==> src/rtl/uive_consts.svh <==
`ifndef UIVE_CONSTS_SVH
`define UIVE_CONSTS_SVH

// vector layout
`define UIVE_VEC_W          8
`define UIVE_GRP_MSB        7
`define UIVE_GRP_LSB        4
`define UIVE_IDX_MSB        3
`define UIVE_IDX_LSB        1
`define UIVE_GRP_SLOTS      8
`define UIVE_MAX_GROUPS     16

// reset values
`define UIVE_VEC_NONE       8'h00
`define UIVE_IRQ_N_RST      1'b1

// source codes
`define UIVE_NUM_SRC        22
`define UIVE_VEC_OUT_EP1    8'h12
`define UIVE_VEC_OUT_EP2    8'h14
`define UIVE_VEC_OUT_EP3    8'h16
`define UIVE_VEC_IN_EP1     8'h22
`define UIVE_VEC_IN_EP2     8'h24
`define UIVE_VEC_IN_EP3     8'h26
`define UIVE_VEC_STP_OVWR   8'h30
`define UIVE_VEC_SETUP      8'h32
`define UIVE_VEC_RESUME     8'h36
`define UIVE_VEC_SUSPEND    8'h38
`define UIVE_VEC_BUS_RESET  8'h3a
`define UIVE_VEC_WAKEUP     8'h3c
`define UIVE_VEC_TWI_TXE    8'h40
`define UIVE_VEC_TWI_RXF    8'h42
`define UIVE_VEC_IN_EP0     8'h44
`define UIVE_VEC_OUT_EP0    8'h46
`define UIVE_VEC_UART_STAT  8'h50
`define UIVE_VEC_UART_MODEM 8'h52
`define UIVE_VEC_UART_RXF   8'h60
`define UIVE_VEC_UART_TXE   8'h62
`define UIVE_VEC_DMA_ONE    8'h80
`define UIVE_VEC_DMA_THREE  8'h84

`endif

==> src/rtl/uive_pkg.sv <==
package uive_pkg;

    // one-cycle event pulses from the peripherals
    typedef struct packed {
        logic out_ep1;
        logic out_ep2;
        logic out_ep3;
        logic in_ep1;
        logic in_ep2;
        logic in_ep3;
        logic setup_overwrite_packet;
        logic setup_received;
        logic usb_resume_request;
        logic usb_suspend_request;
        logic usb_bus_reset_request;
        logic usb_wakeup;
        logic twi_transmit_empty_flag;
        logic twi_receive_full_flag;
        logic in_ep0;
        logic out_ep0;
        logic uart_status;
        logic uart_modem;
        logic uart_receive_full_flag;
        logic uart_transmit_empty_flag;
        logic dma_channel_one;
        logic dma_channel_three;
    } uive_src_req_type;

    typedef struct packed {
        logic [7:0] vec;
        logic       irq_n;
    } uive_top_state_type;

endpackage

==> src/rtl/uive_grp_fcfs.sv <==
`timescale 1ns/1ps
`include "uive_consts.svh"

// first-come-first-served arbiter for the sources of one group
module uive_grp_fcfs #(
    parameter int N_SRC = `UIVE_GRP_SLOTS
) (
    input  wire logic               sys_clk,
    input  wire logic               rst_n,
    input  wire logic               clk_en,
    input  wire logic [N_SRC-1:0]   set_src,
    input  wire logic [N_SRC-1:0]   clr_src,
    output logic                    head_valid,
    output logic [2:0]              head_idx
);
    import uive_pkg::*;

    typedef struct packed {
        logic [N_SRC-1:0]            pending;
        logic [N_SRC-1:0][N_SRC-1:0] older;   // older[i][j]: i arrived before j
    } uive_arb_state_type;

    uive_arb_state_type st_reg;
    uive_arb_state_type st_next;
    logic [N_SRC-1:0]   keep;
    logic [N_SRC-1:0]   fresh;

    if (N_SRC < 1 || N_SRC > `UIVE_GRP_SLOTS) begin : g_chk
        $error("uive_grp_fcfs: N_SRC must be 1..8");
    end

    always_comb begin
        keep  = st_reg.pending & ~clr_src;
        fresh = set_src & ~keep;
        st_next = st_reg;
        // a set in the cycle of its clear wins and re-queues the source
        st_next.pending = keep | set_src;
        for (int i = 0; i < N_SRC; i++) begin
            for (int j = 0; j < N_SRC; j++) begin
                if (fresh[i] && fresh[j]) begin
                    st_next.older[i][j] = (i < j);   // same-cycle ties go to the lower slot
                end else if (fresh[i]) begin
                    st_next.older[i][j] = 1'b0;
                end else if (fresh[j]) begin
                    st_next.older[i][j] = 1'b1;
                end else begin
                    st_next.older[i][j] = st_reg.older[i][j];
                end
            end
        end
    end

    // head is the pending source that no other pending source predates
    always_comb begin
        logic blocked;
        blocked    = 1'b0;
        head_valid = 1'b0;
        head_idx   = 3'h0;
        for (int i = 0; i < N_SRC; i++) begin
            blocked = 1'b0;
            for (int j = 0; j < N_SRC; j++) begin
                if (j != i && st_reg.pending[j] && st_reg.older[j][i]) begin
                    blocked = 1'b1;
                end
            end
            if (st_reg.pending[i] && !blocked && !head_valid) begin   // RL10
                head_valid = 1'b1;
                head_idx   = 3'(i);
            end
        end
    end

    always_ff @(posedge sys_clk or negedge rst_n) begin
        if (!rst_n) begin
            st_reg <= '0;
        end else if (clk_en) begin
            st_reg <= st_next;
        end
    end

endmodule

==> src/rtl/uive_encoder.sv <==
// How it works
// RL1 - the block makes an 8-bit vector code with room for 128 sources, of which only some are used.
// RL2 - priority between groups is fixed in hardware and the highest pending group wins, group 8 (0x80, 0x84) top and group 1 (0x12-0x16) bottom.
// RL3 - every vectored source feeds one combined interrupt line, and the winning vector is shown with it.
// RL4 - input endpoints 1, 2 and 3 are vectors 22, 24 and 26 hex, while 20 and 28 to 2e are reserved.
// RL5 - the setup-overwrite event is vector 30 hex, a received setup packet is 32 hex, and 34 hex is reserved.
// RL6 - usb resume, suspend, bus reset and wakeup are vectors 36, 38, 3a and 3c hex.
// RL7 - 00 means idle and the other sources take 12-16, 40-46, 50-52, 60-62, 80 and 84, the rest unused.
// RL8 - a write of any value to the pending vector retires it and loads the next pending vector, if any.
// RL9 - the group sits in bits 7 to 4, the in-group slot in bits 3 to 1, and bit 0 is always zero.
// RL10 - inside a group sources are served in arrival order, and a higher group always beats a lower one.
// RL11 - firmware sets the combined line as active-low level-sensitive, reads the vector and dispatches on it.
`timescale 1ns/1ps
`include "uive_consts.svh"

module uive_encoder #(
    parameter int NUM_GROUPS = 9
) (
    input  wire logic                       sys_clk,
    input  wire logic                       rst_n,
    input  wire logic                       clk_en,
    input  wire uive_pkg::uive_src_req_type src_req,
    input  wire logic                       vec_wr,
    output logic [7:0]                      pending_vector_register,
    output logic                            combined_internal_irq_n
);
    import uive_pkg::*;

    localparam int NSRC  = `UIVE_NUM_SRC;
    localparam int SLOTS = `UIVE_GRP_SLOTS;

    // code table, index k matches bit k of src_bits
    localparam logic [7:0] SRC_CODE [NSRC] = '{
        `UIVE_VEC_DMA_THREE,                                        // RL7
        `UIVE_VEC_DMA_ONE,                                          // RL7
        `UIVE_VEC_UART_TXE,                                         // RL7
        `UIVE_VEC_UART_RXF,                                         // RL7
        `UIVE_VEC_UART_MODEM,                                       // RL7
        `UIVE_VEC_UART_STAT,                                        // RL7
        `UIVE_VEC_OUT_EP0,                                          // RL7
        `UIVE_VEC_IN_EP0,                                           // RL7
        `UIVE_VEC_TWI_RXF,                                          // RL7
        `UIVE_VEC_TWI_TXE,                                          // RL7
        `UIVE_VEC_WAKEUP,                                           // RL6
        `UIVE_VEC_BUS_RESET,                                        // RL6
        `UIVE_VEC_SUSPEND,                                          // RL6
        `UIVE_VEC_RESUME,                                           // RL6
        `UIVE_VEC_SETUP,                                            // RL5
        `UIVE_VEC_STP_OVWR,                                         // RL5
        `UIVE_VEC_IN_EP3,                                           // RL4
        `UIVE_VEC_IN_EP2,                                           // RL4
        `UIVE_VEC_IN_EP1,                                           // RL4
        `UIVE_VEC_OUT_EP3,                                          // RL7
        `UIVE_VEC_OUT_EP2,                                          // RL7
        `UIVE_VEC_OUT_EP1                                           // RL7
    };

    uive_top_state_type             st_reg;
    uive_top_state_type             st_next;
    logic [NSRC-1:0]                src_bits;
    logic [NUM_GROUPS-1:0][SLOTS-1:0] set_grid;
    logic [NUM_GROUPS-1:0][SLOTS-1:0] clr_grid;
    logic [NUM_GROUPS-1:0]          grp_valid;
    logic [NUM_GROUPS-1:0][2:0]     grp_head;
    logic                           win_valid;
    logic [3:0]                     win_grp;
    logic [2:0]                     win_idx;
    logic                           load;

    // every code must land inside an instantiated group
    if (NUM_GROUPS < 9 || NUM_GROUPS > `UIVE_MAX_GROUPS) begin : g_chk
        $error("uive_encoder: NUM_GROUPS must be 9..16");
    end

    // packed struct order puts out_ep1 at the msb, so table index 0 is dma three
    assign src_bits = src_req;

    // spread the flat source pulses onto the group/slot grid
    always_comb begin
        set_grid = '0;
        for (int k = 0; k < NSRC; k++) begin
            set_grid[SRC_CODE[k][`UIVE_GRP_MSB:`UIVE_GRP_LSB]]
                    [SRC_CODE[k][`UIVE_IDX_MSB:`UIVE_IDX_LSB]] = src_bits[k];   // RL9
        end
    end

    // one arrival-order arbiter per group; unused slots never see a set
    for (genvar g = 0; g < NUM_GROUPS; g++) begin : g_grp
        uive_grp_fcfs #(
            .N_SRC      (SLOTS)
        ) u_fcfs (
            .sys_clk    (sys_clk),
            .rst_n      (rst_n),
            .clk_en     (clk_en),
            .set_src    (set_grid[g]),
            .clr_src    (clr_grid[g]),
            .head_valid (grp_valid[g]),
            .head_idx   (grp_head[g])
        );
    end

    // highest group with anything pending wins outright
    always_comb begin
        win_valid = 1'b0;
        win_grp   = 4'h0;
        win_idx   = 3'h0;
        for (int g = 0; g < NUM_GROUPS; g++) begin
            if (grp_valid[g]) begin                                  // RL2
                win_valid = 1'b1;
                win_grp   = 4'(g);
                win_idx   = grp_head[g];
            end
        end
    end

    // a vector is latched when the register is idle or the core acknowledges
    assign load = (st_reg.vec == `UIVE_VEC_NONE) || vec_wr;         // RL8

    always_comb begin
        st_next  = st_reg;
        clr_grid = '0;
        if (load) begin
            if (win_valid) begin
                st_next.vec = {win_grp, win_idx, 1'b0};              // RL1 RL9
                // the winner leaves its queue as it is loaded, so an ack does not load it again unless it was set in that same cycle
                clr_grid[win_grp][win_idx] = 1'b1;                   // RL8
            end else begin
                st_next.vec = `UIVE_VEC_NONE;                        // RL7
            end
        end
        // level low while a vector waits; the core must treat it as a level (RL11)
        st_next.irq_n = (st_next.vec == `UIVE_VEC_NONE);             // RL3
    end

    always_ff @(posedge sys_clk or negedge rst_n) begin
        if (!rst_n) begin
            st_reg.vec   <= `UIVE_VEC_NONE;
            st_reg.irq_n <= `UIVE_IRQ_N_RST;
        end else if (clk_en) begin
            st_reg <= st_next;
        end
    end

    assign pending_vector_register = st_reg.vec;
    assign combined_internal_irq_n = st_reg.irq_n;

endmodule

==> config.mk <==
export PLATFORM = sky130hd
export DESIGN_NAME = uive_encoder
export DESIGN_NICKNAME = d
export VERILOG_FILES = /design/src/rtl/uive_pkg.sv /design/src/rtl/uive_grp_fcfs.sv /design/src/rtl/uive_encoder.sv
export VERILOG_INCLUDE_DIRS = /design/src /design/src/rtl
export SDC_FILE = /design/constraint.sdc
export NUM_CORES = 1
export LEC_CHECK = 0
export ABC_AREA = 0
export BUFFER_PORTS_ARGS = -buffer_cell sky130_fd_sc_hd__buf_4
export CELL_PAD_IN_SITES_DETAIL_PLACEMENT = 1
export CELL_PAD_IN_SITES_GLOBAL_PLACEMENT = 1
export CORE_MARGIN = 4
export CORE_UTILIZATION = 49
export CTS_CLUSTER_SIZE = 16
export DETAILED_ROUTE_END_ITERATION = 12
export PLACE_DENSITY = 0.84
export SLEW_MARGIN = 30
export SYNTH_ARGS = -nofsm -noshare
export SYNTH_HDL_FRONTEND = slang
export SYNTH_SLANG_ARGS = --single-unit
==> constraint.sdc <==
create_clock -name sys_clk -period 4 [get_ports sys_clk]
set_clock_uncertainty 0.2 [all_clocks]
set_input_delay 0.8 -clock sys_clk [delete_from_list [all_inputs] [get_ports sys_clk]]
set_output_delay 0.8 -clock sys_clk [all_outputs]
set_load 0.005 [all_outputs]
# Word level (Yosys, flattened, before mapping)
# Cells that the tools add are included.
# classes
n_reduce_logical,1223
mux,1401
n_bitwise,39
n_lt_le_gt_ge,4
# ops
cell,n
1-bit two-way mux,1324
1-bit logical AND,709
3-bit nonzero test,196
2-bit AND reduction,196
72-bit two-way mux,2
3-bit two-way mux,45
8-bit inverter,16
1-bit logical NOT,119
8-bit bitwise AND,9
2-bit two-way mux,18
8-bit demux with 4-bit select,1
4-bit two-way mux,7
4-bit by 8-bit bitwise AND with 8-bit output,3
8-bit two-way mux,3
8-bit by 4-bit bitwise OR with 8-bit output,3
2-bit by 8-bit bitwise AND with 8-bit output,2
8-bit logical NOT,2
8-bit by 2-bit bitwise OR with 8-bit output,2
3-bit by 8-bit bitwise AND with 8-bit output,1
7-bit by 8-bit bitwise AND with 8-bit output,1
8-bit by 3-bit bitwise OR with 8-bit output,1
8-bit by 7-bit bitwise OR with 8-bit output,1
"4-bit by 5-bit < comparator with 1-bit output, second input constant",1
"4-bit by 1-bit >= comparator with 1-bit output, second input constant",1
other kinds (4),4
# word_totals
reg_bits,473
inputBits,26
out_inout_bits,9

# Logic depth before layout (Yosys ltp)
# logic_depth
word_depth,55
depth_mapped,14
ltp_nobuf,9

# Hierarchy
# A second synthesis with hierarchy kept.
# unflattened
hier_cells,2690
area_unflattened_um2,26340.3
# modules_own_cells
module,cells_per_inst,area_each_um2,n_inst,seq_area_each_um2
uive_grp_fcfs,276,2786.4,9,1601.5
uive_encoder,206,1262.5,1,226.5

# Worst setup path after synthesis
# Ideal clock, no wire load.
# synth_timing
kind,reg-to-reg
start,register g_grp[5].u_fcfs.st_reg[68] (netlist bit)
end,register g_grp[1].u_fcfs.st_reg[10] (netlist bit)
n_path_buf,3
setup_ns,0.126
arrival_ns,3.030
slack_ns,0.644
period_less_slack_ns,3.356
t_required_ns,3.674
path_stages_with_launch,12
path_cell_list,dfrtp_1 > nor4_4 > a21boi_1 > or3b_1 > buf_2 > a31o_1 > o311a_1 > o21ai_4 > buf_4 > buf_4 > nand4_1 > a311o_1
# synth_between
elab_chain_cells,48
elab_cells_between_ends,109
# synth_rtl
item,line_no,rtl
from (decl),uive_grp_fcfs.sv:23,uive_arb_state_type st_reg;
from (signal assigned),uive_grp_fcfs.sv:77,st_reg <= st_next;
1-bit logical AND,uive_grp_fcfs.sv:62,if (j != i && st_reg.pending[j] && st_reg.older[j][i]) begin
1-bit two-way mux (4 in series),uive_grp_fcfs.sv:62,
1-bit logical NOT,uive_grp_fcfs.sv:66,if (st_reg.pending[i] && !blocked && !head_valid) begin
1-bit logical AND,uive_grp_fcfs.sv:66,
1-bit two-way mux,uive_grp_fcfs.sv:66,
1-bit logical NOT,uive_grp_fcfs.sv:66,
1-bit logical AND,uive_grp_fcfs.sv:66,
1-bit two-way mux,uive_grp_fcfs.sv:66,
[... 29 more ...],--,
72-bit two-way mux *,uive_encoder.sv:122,if (load) begin
8-bit inverter *,uive_grp_fcfs.sv:33,keep = st_reg.pending & ~clr_src;
8-bit bitwise AND *,uive_grp_fcfs.sv:33,
8-bit inverter *,uive_grp_fcfs.sv:34,fresh = set_src & ~keep;
4-bit by 8-bit bitwise AND with 8-bit output *,uive_grp_fcfs.sv:34,
1-bit logical AND,uive_grp_fcfs.sv:40,if (fresh[i] && fresh[j]) begin
3-bit nonzero test (no line),--,
2-bit AND reduction (no line),--,
to (signal assigned),uive_grp_fcfs.sv:77,
to (decl),uive_grp_fcfs.sv:23,
# Mark *: on every way between the ends. The rest lies on a longest branch, timed or not.
# A chain may end at the register's enable or synchronous reset.

# Worst setup path in the final report
# layout_timing
start,register g_grp[8].u_fcfs.st_reg[68] (netlist bit)
end,register g_grp[4].u_fcfs.st_reg[10] (netlist bit)
# layout_between
elab_chain_cells,45
elab_cells_between_ends,100
# layout_rtl
item,line_no
from (decl),uive_grp_fcfs.sv:23
from (signal assigned),uive_grp_fcfs.sv:77
1-bit logical AND,uive_grp_fcfs.sv:62
1-bit two-way mux (4 in series),uive_grp_fcfs.sv:62
1-bit logical NOT,uive_grp_fcfs.sv:66
1-bit logical AND,uive_grp_fcfs.sv:66
1-bit two-way mux,uive_grp_fcfs.sv:66
1-bit logical NOT,uive_grp_fcfs.sv:66
1-bit logical AND,uive_grp_fcfs.sv:66
1-bit two-way mux,uive_grp_fcfs.sv:66
[... 26 more ...],--
72-bit two-way mux *,uive_encoder.sv:122
8-bit inverter *,uive_grp_fcfs.sv:33
8-bit bitwise AND *,uive_grp_fcfs.sv:33
8-bit inverter *,uive_grp_fcfs.sv:34
4-bit by 8-bit bitwise AND with 8-bit output *,uive_grp_fcfs.sv:34
1-bit logical AND,uive_grp_fcfs.sv:40
3-bit nonzero test (no line),--
2-bit AND reduction (no line),--
to (signal assigned),uive_grp_fcfs.sv:77
to (decl),uive_grp_fcfs.sv:23
# Marks and branches as above.

==> impl_results.md <==
* Antenna violations before repair at 0
* Hold Slack at around 0.21 ns
* Reg-to-reg slack, setup at 0.07 ns
* Leakage at 4.61 nW
* Detail Route Antenna Nets at 0
* CTS tree: built
* FFs w/ async S/R, synth at 1.00
* H-tree Lvls at 4
* Int Power at approximately 4.2 mW
* Status: complete, no violations
* Starting DRT DRC Count at slightly above 600
* Post-synth EDFFs at 0
* Max-Cap Viols at 0
* Critical path capture point type: flop
* Pwr Density at roughly 700 mW/mm2
* Vias per inst at around 6.7
* Clock Latency Late Sink at 0.45 ns
* Sw Ratio at 0.439
* Wire per inst at about 25 um
* Inst Count DP at 1,175
* Share of cells above drive strength 1 at 0.160
* RSZ-0062 raised after global routing: yes
* Vias in the first global route at approximately 8,500
* Remaining DRCs at 0
* Final Max Slew Viols at 0
* CP Launch Type: flop
* I/O pins at 35
* Min-delay worst type: in -> async
* Setup ws final at around 0.069 ns
* Tmin final at 3.93 ns
* Reg2Reg Depth at 10
* Mapped Cells at 911
* Highest Clock Rate at about 250 MHz
* Gr usage total at 0.286
* Diode count at 0
* Drt total wl at between 20 and 30 mm
* Slew HR at 0.490
* Fin cells at between 1,000 and 1,500
* Starting Density at 0.497
* Period utilization at 0.983
* Total CTS buffers at 17
* Reg clk slew, reported paths at approximately 0.080 ns
* Synth cell types at 80
* Top post-synthesis cells by area: dfrtp_1, o21a_1, nand2_1
* Root Driver: clkbuf_16
* Mapped Avg Cell Area at a little over 10 um2
* Crit Path Class: reg -> reg
* Overall die height at 145 um
* Clock Tree Buf Depth at 2
* Seq pwr share at 0.328
* Sw power at 3.30 mW
* First-pass GRT wire length at around 48 mm
* Number of synthesized register bits at 185
* Clock Power Share at 0.233
* Clock sink count at roughly 190
* Post-DP Area at slightly below 0.01 mm2
* Worst-path fanout max at 12
* Setup WS pre-CTS at roughly 0.22 ns
* RR Endpoint: g_grp[4].u_fcfs.st_reg[10]
* Ys Warns at 0
* Floorplan row count at 50
* Worst path arrival time at around 4.0 ns
* Core Box Area at 0.0186 mm2
* Post-CTS sizing at 0
* Iteration count of the initial detailed-routing pass at 5
* Comb pwr share at 0.439
* Layout Area Growth over Synthesis at 14.4%
* Die width at approximately 150 um
* Gr ovfl total at 0
* Yosys top cell by area: dfrtp_1
* GP Congestion at a little over 0.9
* DR vias at a little over 8,000
* Post-synthesis cell area at between 0.009 and 0.01 mm2
* Final net count at 986
* Seq/Total Area, Yosys at 0.500
* Pin count of the biggest net entering global routing at just over 90
* Overall power consumption at between 7 and 8 mW
* Fillcell total at just over 2,000
* Peak VDD IR at roughly 0.37 mV
* PortBufs at 34
* Final instance area at approximately 0.011 mm2
* Worst slew pin tran at 0.765 ns
* Most frequent cell after synthesis: dfrtp_1
* CP required at 4.11 ns
* Setup violations, final at 0
* Yosys top cell area share at 0.497
* RR Startpoint: g_grp[8].u_fcfs.st_reg[68]
* Final hold violations at 0
* Synth cell count leaders: dfrtp_1, nand2_1, nor2_1
* Fin Setup TNS at 0 ns
* Post-route core utilization at 0.568
* Cts hold-fix bufs at 0
* Syn nets at 937
* DIE AREA at roughly 0.021 mm2
* Post-CTS Setup Bufs at 0
* Max reg flops at between 150 and 200
* Dpl hpwl at a little over 20 mm
* Synth Flop Type: dfrtp_1
## cell type report
type	count	area [um2]	area share
Inverter	27	101	0.00956
Clock inverter	15	176	0.0166
Timing Repair Buffer	76	602	0.0568
Tap cell	234	293	0.0276
Multi-Input combinational cell	653	4370	0.412
Clock buffer	17	425	0.0401
Sequential cell	185	4630	0.437
## power groups by stage
| stage | clock network (mW) | registers (mW) | logic [mW] |
|---|---|---|---|
| finish | 1.75 | 2.47 | 3.30 |
| global route | 1.86 | 2.50 | 3.50 |
| CTS | 1.76 | 2.46 | 3.15 |
| detailed placement | 0 | 2.48 | 3.11 |
| global placement | 0 | 2.47 | 3.02 |
| floorplan | 0 | 2.38 | 1.95 |
## how the worst max path moves through the flow
stage,start,end,cells after the start
6_report,g_grp[8].u_fcfs.st_reg[68],g_grp[4].u_fcfs.st_reg[10],10
3_5_place_dp,g_grp[1].u_fcfs.st_reg[68],g_grp[3].u_fcfs.st_reg[25],11
5_1_grt,g_grp[2].u_fcfs.st_reg[68],g_grp[3].u_fcfs.st_reg[35],10
4_1_cts,g_grp[1].u_fcfs.st_reg[68],g_grp[3].u_fcfs.st_reg[25],11
2_1_floorplan,g_grp[5].u_fcfs.st_reg[68],g_grp[1].u_fcfs.st_reg[10],11
3_3_place_gp,g_grp[6].u_fcfs.st_reg[68],g_grp[3].u_fcfs.st_reg[3],10
## placed cells by master (no fill, tap or decap), types with 6 or more instances in the layout
cell type	count
and2_1	17
a21oi_1	32
nor3_1	19
a22o_1	8
clkbuf_16	17
inv_1	27
nand4_1	17
o21ai_0	33
dfrtp_1	184
nand2b_1	14
and4_1	9
buf_4	73
nor4_1	8
nand2_1	86
a211oi_1	6
a2bb2oi_1	6
or3_1	11
nand3_1	16
or2_2	10
o21a_1	56
a31oi_1	10
nor2b_1	14
o2bb2ai_1	6
a21boi_0	9
a22oi_1	28
a32o_1	6
a21o_1	9
o41ai_1	11
nor3b_1	7
o2111ai_1	8
nor2_1	65
or4_1	7
## layer usage
layer	part of all wire	vias to the layer above	wire, um	GRT usage
li1	-	3549	-	-
met5	0	-	0	0
met1	0.42	4133	12500	0.380
met3	0.055	88	1650	0.0508
met4	0.044	0	1290	0.139
met2	0.48	271	14200	0.456
## cells by family (layout without fill, tap and decap cells)
logic type / after synthesis / in the layout / synth area share
simple gates: 332 / 332 / 0.197
compound gates: 321 / 321 / 0.270
flops: 185 / 185 / 0.500
buf+inv: 73 / 135 / 0.0335
## critical path, stage by stage, from the launching register on
cell and delay (ns):
dfrtp_1 0.42, or4_1 0.63, o31ai_1 0.40, a222oi_1 0.22, nand4_1 0.16, and4_1 0.28, o31a_1 0.21, o21a_2 0.38
buf_4 0.26, a41o_1 0.42, o221ai_1 0.19
No activity file was read; power rests on OpenSTA's default activity.
